File: config.mk
export PLATFORM = sky130hd
export DESIGN_NAME = stt_timer
export DESIGN_NICKNAME = d
export VERILOG_FILES = /design/src/rtl/stt_pkg.sv /design/src/rtl/stt_edge_sync.sv /design/src/rtl/stt_clk_sel.sv /design/src/rtl/stt_timer.sv
export SDC_FILE = /design/constraint.sdc
export NUM_CORES = 1
export LEC_CHECK = 0
export ABC_AREA = 1
export BUFFER_PORTS_ARGS = -buffer_cell sky130_fd_sc_hd__buf_2
export CORE_MARGIN = 2
export CORE_UTILIZATION = 65
export CTS_BUF_LIST = sky130_fd_sc_hd__clkbuf_2
export DETAILED_ROUTE_END_ITERATION = 12
export PLACE_DENSITY = 0.9
export SYNTH_ARGS = -nofsm -noshare
export SYNTH_HDL_FRONTEND = slang
export SYNTH_HIERARCHICAL = 1
export SYNTH_SLANG_ARGS = --single-unit
File: constraint.sdc
create_clock -name i_sys_clk -period 5.13 [get_ports i_sys_clk]
set_input_delay 1.539 -clock i_sys_clk [delete_from_list [all_inputs] [get_ports i_sys_clk]]
set_output_delay 1.539 -clock i_sys_clk [all_outputs]
set_load 0.02 [all_outputs]
File: src/rtl/stt_pkg.sv
package stt_pkg;

    // ------------------------------------------------------------
    // register indices
    // ------------------------------------------------------------
    localparam logic [2:0] ADDR_CTRL0 = 3'h0;
    localparam logic [2:0] ADDR_CTRL1 = 3'h1;
    localparam logic [2:0] ADDR_CNT_LO = 3'h2;
    localparam logic [2:0] ADDR_CNT_HI = 3'h3;
    localparam logic [2:0] ADDR_CMPA_LO = 3'h4;
    localparam logic [2:0] ADDR_CMPA_HI = 3'h5;
    localparam logic [2:0] ADDR_PINSEL = 3'h6;

    // ------------------------------------------------------------
    // reset values
    // ------------------------------------------------------------
    localparam logic [7:0] CTRL0_RST = 8'h00;
    localparam logic [7:0] CTRL1_RST = 8'h00;
    localparam logic [3:0] PINSEL_RST = 4'h0;
    localparam logic [9:0] CMPA_RST = 10'h000;

    // ------------------------------------------------------------
    // field positions
    // ------------------------------------------------------------
    localparam int C0_PAUSE = 7;
    localparam int C0_CKSEL_HI = 6;
    localparam int C0_CKSEL_LO = 4;
    localparam int C0_ON = 3;
    localparam int C0_PER_HI = 2;
    localparam int C0_PER_LO = 0;
    localparam int C1_MODE_HI = 7;
    localparam int C1_MODE_LO = 6;
    localparam int C1_IO_HI = 5;
    localparam int C1_IO_LO = 4;
    localparam int C1_INIT = 3;
    localparam int C1_POL = 2;
    localparam int C1_CLRSRC = 0;
    localparam int PS_OUT = 0;
    localparam int PS_INV = 1;
    localparam int PS_EXTCK = 2;
    localparam int PS_CAP = 3;
    localparam int PER_SHIFT = 7;

    // ------------------------------------------------------------
    // clock select codes and dividers
    // ------------------------------------------------------------
    localparam logic [2:0] CK_SYS4 = 3'h0;
    localparam logic [2:0] CK_SYS = 3'h1;
    localparam logic [2:0] CK_HIGH16 = 3'h2;
    localparam logic [2:0] CK_HIGH64 = 3'h3;
    localparam logic [2:0] CK_TB0 = 3'h4;
    localparam logic [2:0] CK_TB1 = 3'h5;
    localparam logic [2:0] CK_EXT_RISE = 3'h6;
    localparam logic [2:0] CK_EXT_FALL = 3'h7;
    localparam logic [1:0] SYS4_LAST = 2'h3;
    localparam logic [5:0] HIGH16_MASK = 6'h0F;
    localparam logic [5:0] HIGH64_LAST = 6'h3F;

    // ------------------------------------------------------------
    // modes and pin functions
    // ------------------------------------------------------------
    typedef enum logic [1:0] {
        MODE_CMP = 2'b00,
        MODE_CAP = 2'b01,
        MODE_PWM = 2'b10,
        MODE_TMR = 2'b11
    } stt_mode_type;

    localparam logic [1:0] IO_NONE = 2'h0;
    localparam logic [1:0] IO_LOW = 2'h1;
    localparam logic [1:0] IO_HIGH = 2'h2;
    localparam logic [1:0] IO_TOGGLE = 2'h3;
    localparam logic [1:0] CAP_RISE = 2'h0;
    localparam logic [1:0] CAP_FALL = 2'h1;
    localparam logic [1:0] CAP_BOTH = 2'h2;

endpackage

File: src/rtl/stt_edge_sync.sv
`timescale 1ns/1ps
`default_nettype none
module stt_edge_sync (
    // clock and reset
    input wire logic i_sys_clk,
    input wire logic i_resetn,
    // pin
    input wire logic i_pin,
    // edge events
    output logic o_rise,
    output logic o_fall
);
    logic meta;
    logic sync;
    logic prev;
    logic next_rise;
    logic next_fall;

    always_comb begin
        next_rise = sync & ~prev;
        next_fall = ~sync & prev;
    end

    always_ff @(posedge i_sys_clk or negedge i_resetn) begin
        if (!i_resetn) begin
            meta <= 1'b0;
            sync <= 1'b0;
            prev <= 1'b0;
            o_rise <= 1'b0;
            o_fall <= 1'b0;
        end else begin
            meta <= i_pin;
            sync <= meta;
            prev <= sync;
            o_rise <= next_rise;
            o_fall <= next_fall;
        end
    end
endmodule
`default_nettype wire

File: src/rtl/stt_clk_sel.sv
`timescale 1ns/1ps
`default_nettype none
module stt_clk_sel (
    // clock and reset
    input wire logic i_sys_clk,
    input wire logic i_resetn,
    // selection
    input wire logic [2:0] i_sel,
    input wire logic i_ext_en,
    // sources
    input wire logic i_high_tick,
    input wire logic i_tb_tick,
    input wire logic i_ext_rise,
    input wire logic i_ext_fall,
    // counting tick
    output logic o_tick
);
    logic [1:0] div4;
    logic [5:0] div64;
    logic [1:0] next_div4;
    logic [5:0] next_div64;
    logic next_tick;

    always_comb begin
        next_div4 = div4 + 2'h1;
        next_div64 = i_high_tick ? div64 + 6'h01 : div64;
        case (i_sel)
            stt_pkg::CK_SYS4: next_tick = (div4 == stt_pkg::SYS4_LAST);
            stt_pkg::CK_SYS: next_tick = 1'b1;
            stt_pkg::CK_HIGH16: begin
                next_tick = i_high_tick
                    & ((div64 & stt_pkg::HIGH16_MASK) == stt_pkg::HIGH16_MASK);
            end
            stt_pkg::CK_HIGH64: next_tick = i_high_tick & (div64 == stt_pkg::HIGH64_LAST);
            stt_pkg::CK_TB0, stt_pkg::CK_TB1: next_tick = i_tb_tick;
            stt_pkg::CK_EXT_RISE: next_tick = i_ext_en & i_ext_rise;
            stt_pkg::CK_EXT_FALL: next_tick = i_ext_en & i_ext_fall;
            default: next_tick = 1'b0;
        endcase
    end

    always_ff @(posedge i_sys_clk or negedge i_resetn) begin
        if (!i_resetn) begin
            div4 <= 2'h0;
            div64 <= 6'h00;
            o_tick <= 1'b0;
        end else begin
            div4 <= next_div4;
            div64 <= next_div64;
            o_tick <= next_tick;
        end
    end
endmodule
`default_nettype wire

File: src/rtl/stt_timer.sv
// Added by the designer: the plain strobed port and the address map.
`timescale 1ns/1ps
`default_nettype none
module stt_timer (
    // clock and reset
    input wire logic i_sys_clk,
    input wire logic i_resetn,
    // register port
    input wire logic [2:0] i_addr,
    input wire logic [7:0] i_wdata,
    input wire logic i_wr,
    input wire logic i_rd,
    output logic [7:0] o_rdata,
    // clock sources and input pins
    input wire logic i_high_tick,
    input wire logic i_timebase_tick,
    input wire logic i_external_clock_pin,
    input wire logic i_capture_input_pin,
    // match and capture requests
    output logic o_irq_a,
    output logic o_irq_p,
    // output pins
    output logic o_timer_output_pin,
    output logic o_timer_output_oe,
    output logic o_inverted_output_pin,
    output logic o_inverted_output_oe
);
    // ------------------------------------------------------------
    // state
    // ------------------------------------------------------------
    logic [7:0] ctrl0;
    logic [7:0] ctrl1;
    logic [3:0] pinsel;
    logic [9:0] cmpa;
    logic [9:0] cnt;
    logic [7:0] hold;
    logic on_d;
    logic lvl;
    logic [7:0] next_ctrl0;
    logic [7:0] next_ctrl1;
    logic [3:0] next_pinsel;
    logic [9:0] next_cmpa;
    logic [9:0] next_cnt;
    logic [7:0] next_hold;
    logic [7:0] next_rdata;
    logic next_lvl;
    logic next_irq_a;
    logic next_irq_p;

    // ------------------------------------------------------------
    // decoded fields
    // ------------------------------------------------------------
    logic ctrl_on;
    logic run;
    logic on_rise;
    logic tick;
    logic [2:0] per;
    logic [1:0] io;
    logic init_lvl;
    logic clr_src;
    stt_pkg::stt_mode_type mode;
    logic [9:0] inc;
    logic hit_a;
    logic hit_p;
    logic cap_ev;
    logic ext_rise;
    logic ext_fall;
    logic cap_rise;
    logic cap_fall;
    logic wr_hi_a;

    assign ctrl_on = ctrl0[stt_pkg::C0_ON];
    assign run = ctrl_on & ~ctrl0[stt_pkg::C0_PAUSE];
    assign on_rise = ctrl_on & ~on_d;
    assign per = ctrl0[stt_pkg::C0_PER_HI:stt_pkg::C0_PER_LO];
    assign io = ctrl1[stt_pkg::C1_IO_HI:stt_pkg::C1_IO_LO];
    assign init_lvl = ctrl1[stt_pkg::C1_INIT];
    assign clr_src = ctrl1[stt_pkg::C1_CLRSRC];
    assign mode = stt_pkg::stt_mode_type'(ctrl1[stt_pkg::C1_MODE_HI:stt_pkg::C1_MODE_LO]);
    assign inc = cnt + 10'h001;
    assign wr_hi_a = i_wr && (i_addr == stt_pkg::ADDR_CMPA_HI);

    // ------------------------------------------------------------
    // pin edges and counting clock
    // ------------------------------------------------------------
    stt_edge_sync u_ext_sync (
        .i_sys_clk(i_sys_clk),
        .i_resetn(i_resetn),
        .i_pin(i_external_clock_pin),
        .o_rise(ext_rise),
        .o_fall(ext_fall)
    );

    stt_edge_sync u_cap_sync (
        .i_sys_clk(i_sys_clk),
        .i_resetn(i_resetn),
        .i_pin(i_capture_input_pin),
        .o_rise(cap_rise),
        .o_fall(cap_fall)
    );

    stt_clk_sel u_clk_sel (
        .i_sys_clk(i_sys_clk),
        .i_resetn(i_resetn),
        .i_sel(ctrl0[stt_pkg::C0_CKSEL_HI:stt_pkg::C0_CKSEL_LO]),
        .i_ext_en(pinsel[stt_pkg::PS_EXTCK]),
        .i_high_tick(i_high_tick),
        .i_tb_tick(i_timebase_tick),
        .i_ext_rise(ext_rise),
        .i_ext_fall(ext_fall),
        .o_tick(tick)
    );

    // ------------------------------------------------------------
    // comparators
    // ------------------------------------------------------------
    // full ten-bit compare
    // capture mode reuses compare A as the capture store, so no A compare there
    assign hit_a = run & tick & (inc == cmpa) & (mode != stt_pkg::MODE_CAP);
    assign hit_p = run & tick & (inc == {per, 7'h00});

    always_comb begin
        cap_ev = 1'b0;
        if (ctrl_on && pinsel[stt_pkg::PS_CAP] && mode == stt_pkg::MODE_CAP) begin
            case (io)
                stt_pkg::CAP_RISE: cap_ev = cap_rise;
                stt_pkg::CAP_FALL: cap_ev = cap_fall;
                stt_pkg::CAP_BOTH: cap_ev = cap_rise | cap_fall;
                default: cap_ev = 1'b0;
            endcase
        end
    end

    // ------------------------------------------------------------
    // counter
    // ------------------------------------------------------------
    always_comb begin
        next_cnt = cnt;
        if (on_rise) begin
            next_cnt = 10'h000;
        end else if (run && tick) begin
            if (clr_src ? hit_a : hit_p) begin
                next_cnt = 10'h000;
            end else begin
                next_cnt = inc;
            end
        end
    end

    // ------------------------------------------------------------
    // output level
    // ------------------------------------------------------------
    // compare and PWM modes drive the level; capture and timer modes hold it
    always_comb begin
        next_lvl = lvl;
        case (mode)
            stt_pkg::MODE_CMP: begin
                if (on_rise) begin
                    next_lvl = init_lvl;
                end else if (hit_a) begin
                    case (io)
                        stt_pkg::IO_LOW: next_lvl = 1'b0;
                        stt_pkg::IO_HIGH: next_lvl = 1'b1;
                        stt_pkg::IO_TOGGLE: next_lvl = ~lvl;
                        default: next_lvl = lvl;
                    endcase
                end
            end
            stt_pkg::MODE_PWM: begin
                case (io)
                    stt_pkg::IO_NONE: next_lvl = ~init_lvl;
                    stt_pkg::IO_LOW: next_lvl = init_lvl;
                    stt_pkg::IO_HIGH: begin
                        next_lvl = ctrl_on & (next_cnt < cmpa) ? init_lvl : ~init_lvl;
                    end
                    default: begin
                        // single pulse: active from start until match A
                        if (on_rise) begin
                            next_lvl = init_lvl;
                        end else if (hit_a) begin
                            next_lvl = ~init_lvl;
                        end
                    end
                endcase
            end
            default: next_lvl = lvl;
        endcase
    end

    // ------------------------------------------------------------
    // register writes and byte buffer
    // ------------------------------------------------------------
    always_comb begin
        next_ctrl0 = ctrl0;
        next_ctrl1 = ctrl1;
        next_pinsel = pinsel;
        next_cmpa = cmpa;
        next_hold = hold;
        if (i_wr) begin
            case (i_addr)
                stt_pkg::ADDR_CTRL0: next_ctrl0 = i_wdata;
                stt_pkg::ADDR_CTRL1: next_ctrl1 = i_wdata;
                stt_pkg::ADDR_PINSEL: next_pinsel = i_wdata[3:0];
                stt_pkg::ADDR_CMPA_LO: next_hold = i_wdata;
                stt_pkg::ADDR_CMPA_HI: next_cmpa = {i_wdata[1:0], hold};
                default: next_hold = hold;
            endcase
        end else if (i_rd) begin
            case (i_addr)
                stt_pkg::ADDR_CNT_HI: next_hold = cnt[7:0];
                stt_pkg::ADDR_CMPA_HI: next_hold = cmpa[7:0];
                default: next_hold = hold;
            endcase
        end
        // a software write of compare A in the same cycle beats a capture
        if (cap_ev && !wr_hi_a) begin
            next_cmpa = cnt;
        end
    end

    always_comb begin
        next_rdata = 8'h00;
        if (i_rd) begin
            case (i_addr)
                stt_pkg::ADDR_CTRL0: next_rdata = ctrl0;
                stt_pkg::ADDR_CTRL1: next_rdata = ctrl1;
                stt_pkg::ADDR_CNT_LO: next_rdata = hold;
                stt_pkg::ADDR_CNT_HI: next_rdata = {6'h00, cnt[9:8]};
                stt_pkg::ADDR_CMPA_LO: next_rdata = hold;
                stt_pkg::ADDR_CMPA_HI: next_rdata = {6'h00, cmpa[9:8]};
                stt_pkg::ADDR_PINSEL: next_rdata = {4'h0, pinsel};
                default: next_rdata = 8'h00;
            endcase
        end
    end

    always_comb begin
        next_irq_a = hit_a | cap_ev;
        next_irq_p = hit_p;
    end

    // ------------------------------------------------------------
    // flops
    // ------------------------------------------------------------
    always_ff @(posedge i_sys_clk or negedge i_resetn) begin
        if (!i_resetn) begin
            ctrl0 <= stt_pkg::CTRL0_RST;
            ctrl1 <= stt_pkg::CTRL1_RST;
            pinsel <= stt_pkg::PINSEL_RST;
            cmpa <= stt_pkg::CMPA_RST;
            cnt <= 10'h000;
            hold <= 8'h00;
            on_d <= 1'b0;
            lvl <= 1'b0;
            o_rdata <= 8'h00;
            o_irq_a <= 1'b0;
            o_irq_p <= 1'b0;
            o_timer_output_pin <= 1'b0;
            o_timer_output_oe <= 1'b0;
            o_inverted_output_pin <= 1'b1;
            o_inverted_output_oe <= 1'b0;
        end else begin
            ctrl0 <= next_ctrl0;
            ctrl1 <= next_ctrl1;
            pinsel <= next_pinsel;
            cmpa <= next_cmpa;
            cnt <= next_cnt;
            hold <= next_hold;
            on_d <= ctrl_on;
            lvl <= next_lvl;
            o_rdata <= next_rdata;
            o_irq_a <= next_irq_a;
            o_irq_p <= next_irq_p;
            o_timer_output_pin <= next_lvl ^ ctrl1[stt_pkg::C1_POL];
            o_timer_output_oe <= pinsel[stt_pkg::PS_OUT];
            o_inverted_output_pin <= ~(next_lvl ^ ctrl1[stt_pkg::C1_POL]);
            o_inverted_output_oe <= pinsel[stt_pkg::PS_INV];
        end
    end
endmodule
`default_nettype wire

==> summary.md <==
| Metric | Value |
|---|---|
| Clk Latency, worst-skew pair | `530 ps` |
| Final Cell Area | `0.00475 mm2` |
| Adder-Cell Fraction of Synth Area | `3.39%` |
| Reg-to-Reg End | `o_timer_output_pin$_DFF_PN0_` |
| FF+latch area | `0.00208 mm2` |
| Minimum clock period | `4360 ps` |
| Portion of netlist area occupied by mux cells | `0.254%` |
| PortBufs | `32` |
| Die Wd | `86.5 um` |
| Fmax | `0.229 GHz` |
| Dpl cell area | `0.00466 mm2` |
| Final Slew Violations | `0` |
| Most frequent CP cell | `nand2_1` |
| Final Cycle Share | `85.1%` |
| CTS H-Tree Depth | `3` |
| Global-route usage over all layers | `33.1%` |
| Leakage power | `0.00243 uW` |
| Die Ht | `86.5 um` |
| Buf+Inv Stages, Crit Path | `1` |
| Pwr/cell area | `427 mW/mm2` |
| Post-route setup slack | `767 ps` |
| Routability cong. | `1.06` |
| Main combinational cell family by area after synthesis | `simple AND/OR/NAND/NOR gates` |
| Largest net degree at the start of global routing | `84` |
| Pre-Repair DR Iteration Count | `8` |
| Synth-to-Final Area Change | `7.27%` |
| Post-cts resize count | `0` |
| CTS Hold Bufs | `0` |
| Final wirelength | `11.6 mm` |
| Crit-path max FO | `8` |
| Most frequent cells in the layout | `136 x nand2_1, 82 x dfrtp_1, 77 x inv_1` |
| HPWL Detailed | `8.71 mm` |
| Reg2Reg Depth | `25` |
| Core Rows | `30` |
| Final setup fails | `0` |
| Maximum buffer depth of the clock tree | `2` |
| Fill cell count | `533` |
| Transition time of the tightest slew-check pin | `1010 ps` |
| DP Worst Slack | `982 ps` |
| Cells on Worst Hold Path | `0` |
| Hold path start | `u_cap_sync/meta$_DFF_PN0_` |
| Post-synthesis sequential area ratio | `47.0%` |
| Clock skew | `17.8 ps` |
| Mapped Area | `0.00443 mm2` |
| Slowest-stage cell, CP | `a2111oi_0` |
| TritonCTS Buffers | `9` |
| Worst Setup End Kind | `flop` |
| Post-route ant nets | `0` |
| Core Box Area | `0.00668 mm2` |
| Slew HR | `32.8%` |
| Clock Sink Count | `83` |
| Final hold vios | `0` |
| Syn_area_per_cell | `8.08 um2` |
| CP startpoint kind | `flop` |
| FF+latch count, synth | `83` |
| Synth Warn # | `6` |
| Status | `completed` |
| Clock Pin Slew Worst Setup and Hold Paths | `220 ps` |
| DRT iter0 DRCs | `465` |
| Initial antenna violation count | `0` |
| R2R setup slack | `770 ps` |
| CP top delay family | `compound AO/OA/AOI/OAI gates` |
| Vias in the first global route | `3852` |
| Setup Crit Path Kind | `reg -> reg` |
| Slowest Stage Delay on Critical Path | `810 ps` |
| Drt drc | `0` |
| Reg2Reg Launch Point | `cnt[0]$_DFF_PN0_` |
| Syn_nets | `579` |
| HP Class | `reg -> reg` |
| Post-Synth XOR/XNOR Area | `0.792%` |
| DIE AREA | `0.00748 mm2` |
| Critical path data arrival time | `4840 ps` |
| First-pass GRT wire length | `18.9 mm` |
| WHS Endpoint | `u_cap_sync/sync$_DFF_PN0_` |
| DR vias | `4133` |
| Post-CTS Setup Bufs | `0` |
| Post-Syn Instances | `548` |
| Initial core utilization | `66.2%` |
| TNS Setup | `0 ps` |
| MaxCap Viol Count | `0` |
| IR drop worst, VDD | `0.000217 V` |
| Share of layout cells above drive strength 1 | `14.1%` |
| Clock root buffer | `clkbuf_2` |
| Via density | `6.20` |
| I/O pin count | `33` |
| Simple-Gate Fraction of Synth Area | `26.2%` |
| Unrepaired setup endpoints after global routing | `false` |
| ANT cells | `0` |
| Multi-input logic area | `0.00201 mm2` |
| Synth Area in Compound Gates | `14.8%` |
| Crit path required time | `5610 ps` |
| Grt total ovfl | `0` |
| Most common cell after layout, fill and taps aside | `nand2_1` |
| Net count, final | `614` |
| Yosys cell types | `40` |
| CTS tree | `yes` |
| Drt wl/cell | `17.4 um` |
cell usage after synthesis (all sizes together):
library cell	number	area share, %
a31oi	2	0.28
a21oi	13	1.5
o22ai	4	0.57
o21a	1	0.17
nand3b	2	0.34
a22oi	2	0.34
o2111ai	1	0.20
dfstp	1	0.59
nor2	50	4.8
o21ai	46	5.4
xor2	4	0.79
nand4	8	1.1
a2111oi	5	0.99
clkinv	2	0.20
nand2	151	14
a221oi	6	1.2
a21boi	1	0.17
buf	1	0.11
inv	78	6.6
o211ai	9	1.5
a211oi	3	0.51
clkbuf	8	0.68
nor4	2	0.28
and2	1	0.14
mux2	1	0.25
o221ai	10	2.0
nor3	6	0.79
dfrtp	82	46
nand3	36	4.9
ha	12	3.4
layer usage:
metal / vias to the layer above / global-route usage, % / routed length (um)
met2: 289 / 50.7 / 5220
met1: 1906 / 44.7 / 4660
met3: 54 / 7.43 / 1230
li1: 1884 / - / -
met4: 0 / 16.6 / 480
met5: - / 0 / 0
metrics by stage:
step                instances  power (uW)  util [%]  hold slack (ps)
floorplan                 548        1480         -              331
finish                    667        2030      71.0              377
global route              667        2160      71.0              401
global placement          652        1690      69.8              332
detailed placement        652        1720      69.8              336
CTS                       667        2000      71.0              385
state kept, by name (all words and copies together) (netlist names), 2 cells and up:
name and cells:
u_clk_sel/div64 6, ctrl1 8, o_rdata 8, pinsel 4
u_clk_sel/div4 2, hold 8, ctrl0 8, cmpa 10
cnt 10
how the worst max path moves through the flow:
| stage | start | end | depth (start not counted) |
|---|---|---|---|
| final | cnt[0]$_DFF_PN0_ | o_timer_output_pin$_DFF_PN0_ | 25 |
| after global placement | cnt[0]$_DFF_PN0_ | o_timer_output_pin$_DFF_PN0_ | 24 |
| after CTS | cnt[0]$_DFF_PN0_ | o_timer_output_pin$_DFF_PN0_ | 24 |
| after detailed placement | cnt[0]$_DFF_PN0_ | o_timer_output_pin$_DFF_PN0_ | 24 |
| after floorplan | cnt[0]$_DFF_PN0_ | o_timer_output_pin$_DFF_PN0_ | 25 |
| after global routing | cnt[0]$_DFF_PN0_ | o_inverted_output_pin$_DFF_PN1_ | 25 |
layout make-up:
type                            instances  share of cell area [%]
Inverter                               80                    6.35
Sequential cell                        83                    43.8
Multi-Input combinational cell        376                    42.4
Clock buffer                            9                   0.949
Clock inverter                          6                   0.870
Timing Repair Buffer                   33                    3.58
Tap cell                               80                    2.11
where the power goes:
part | switching (uW) | internal (uW) | total [uW]
Clock | 230 | 62.6 | 293
Combinational | 505 | 263 | 767
Sequential | 161 | 808 | 969
cell families (layout without fill, tap and decap cells):
logic type,count (synthesis),in the layout
AND/OR/NAND/NOR,256,256
flip-flops,83,83
adder cells (fa/ha/maj),12,12
AO/OA/AOI/OAI,103,103
XOR/XNOR,4,4
buffers and inverters,89,128
multiplexers,1,1
No activity file was read; power rests on OpenSTA's default activity.
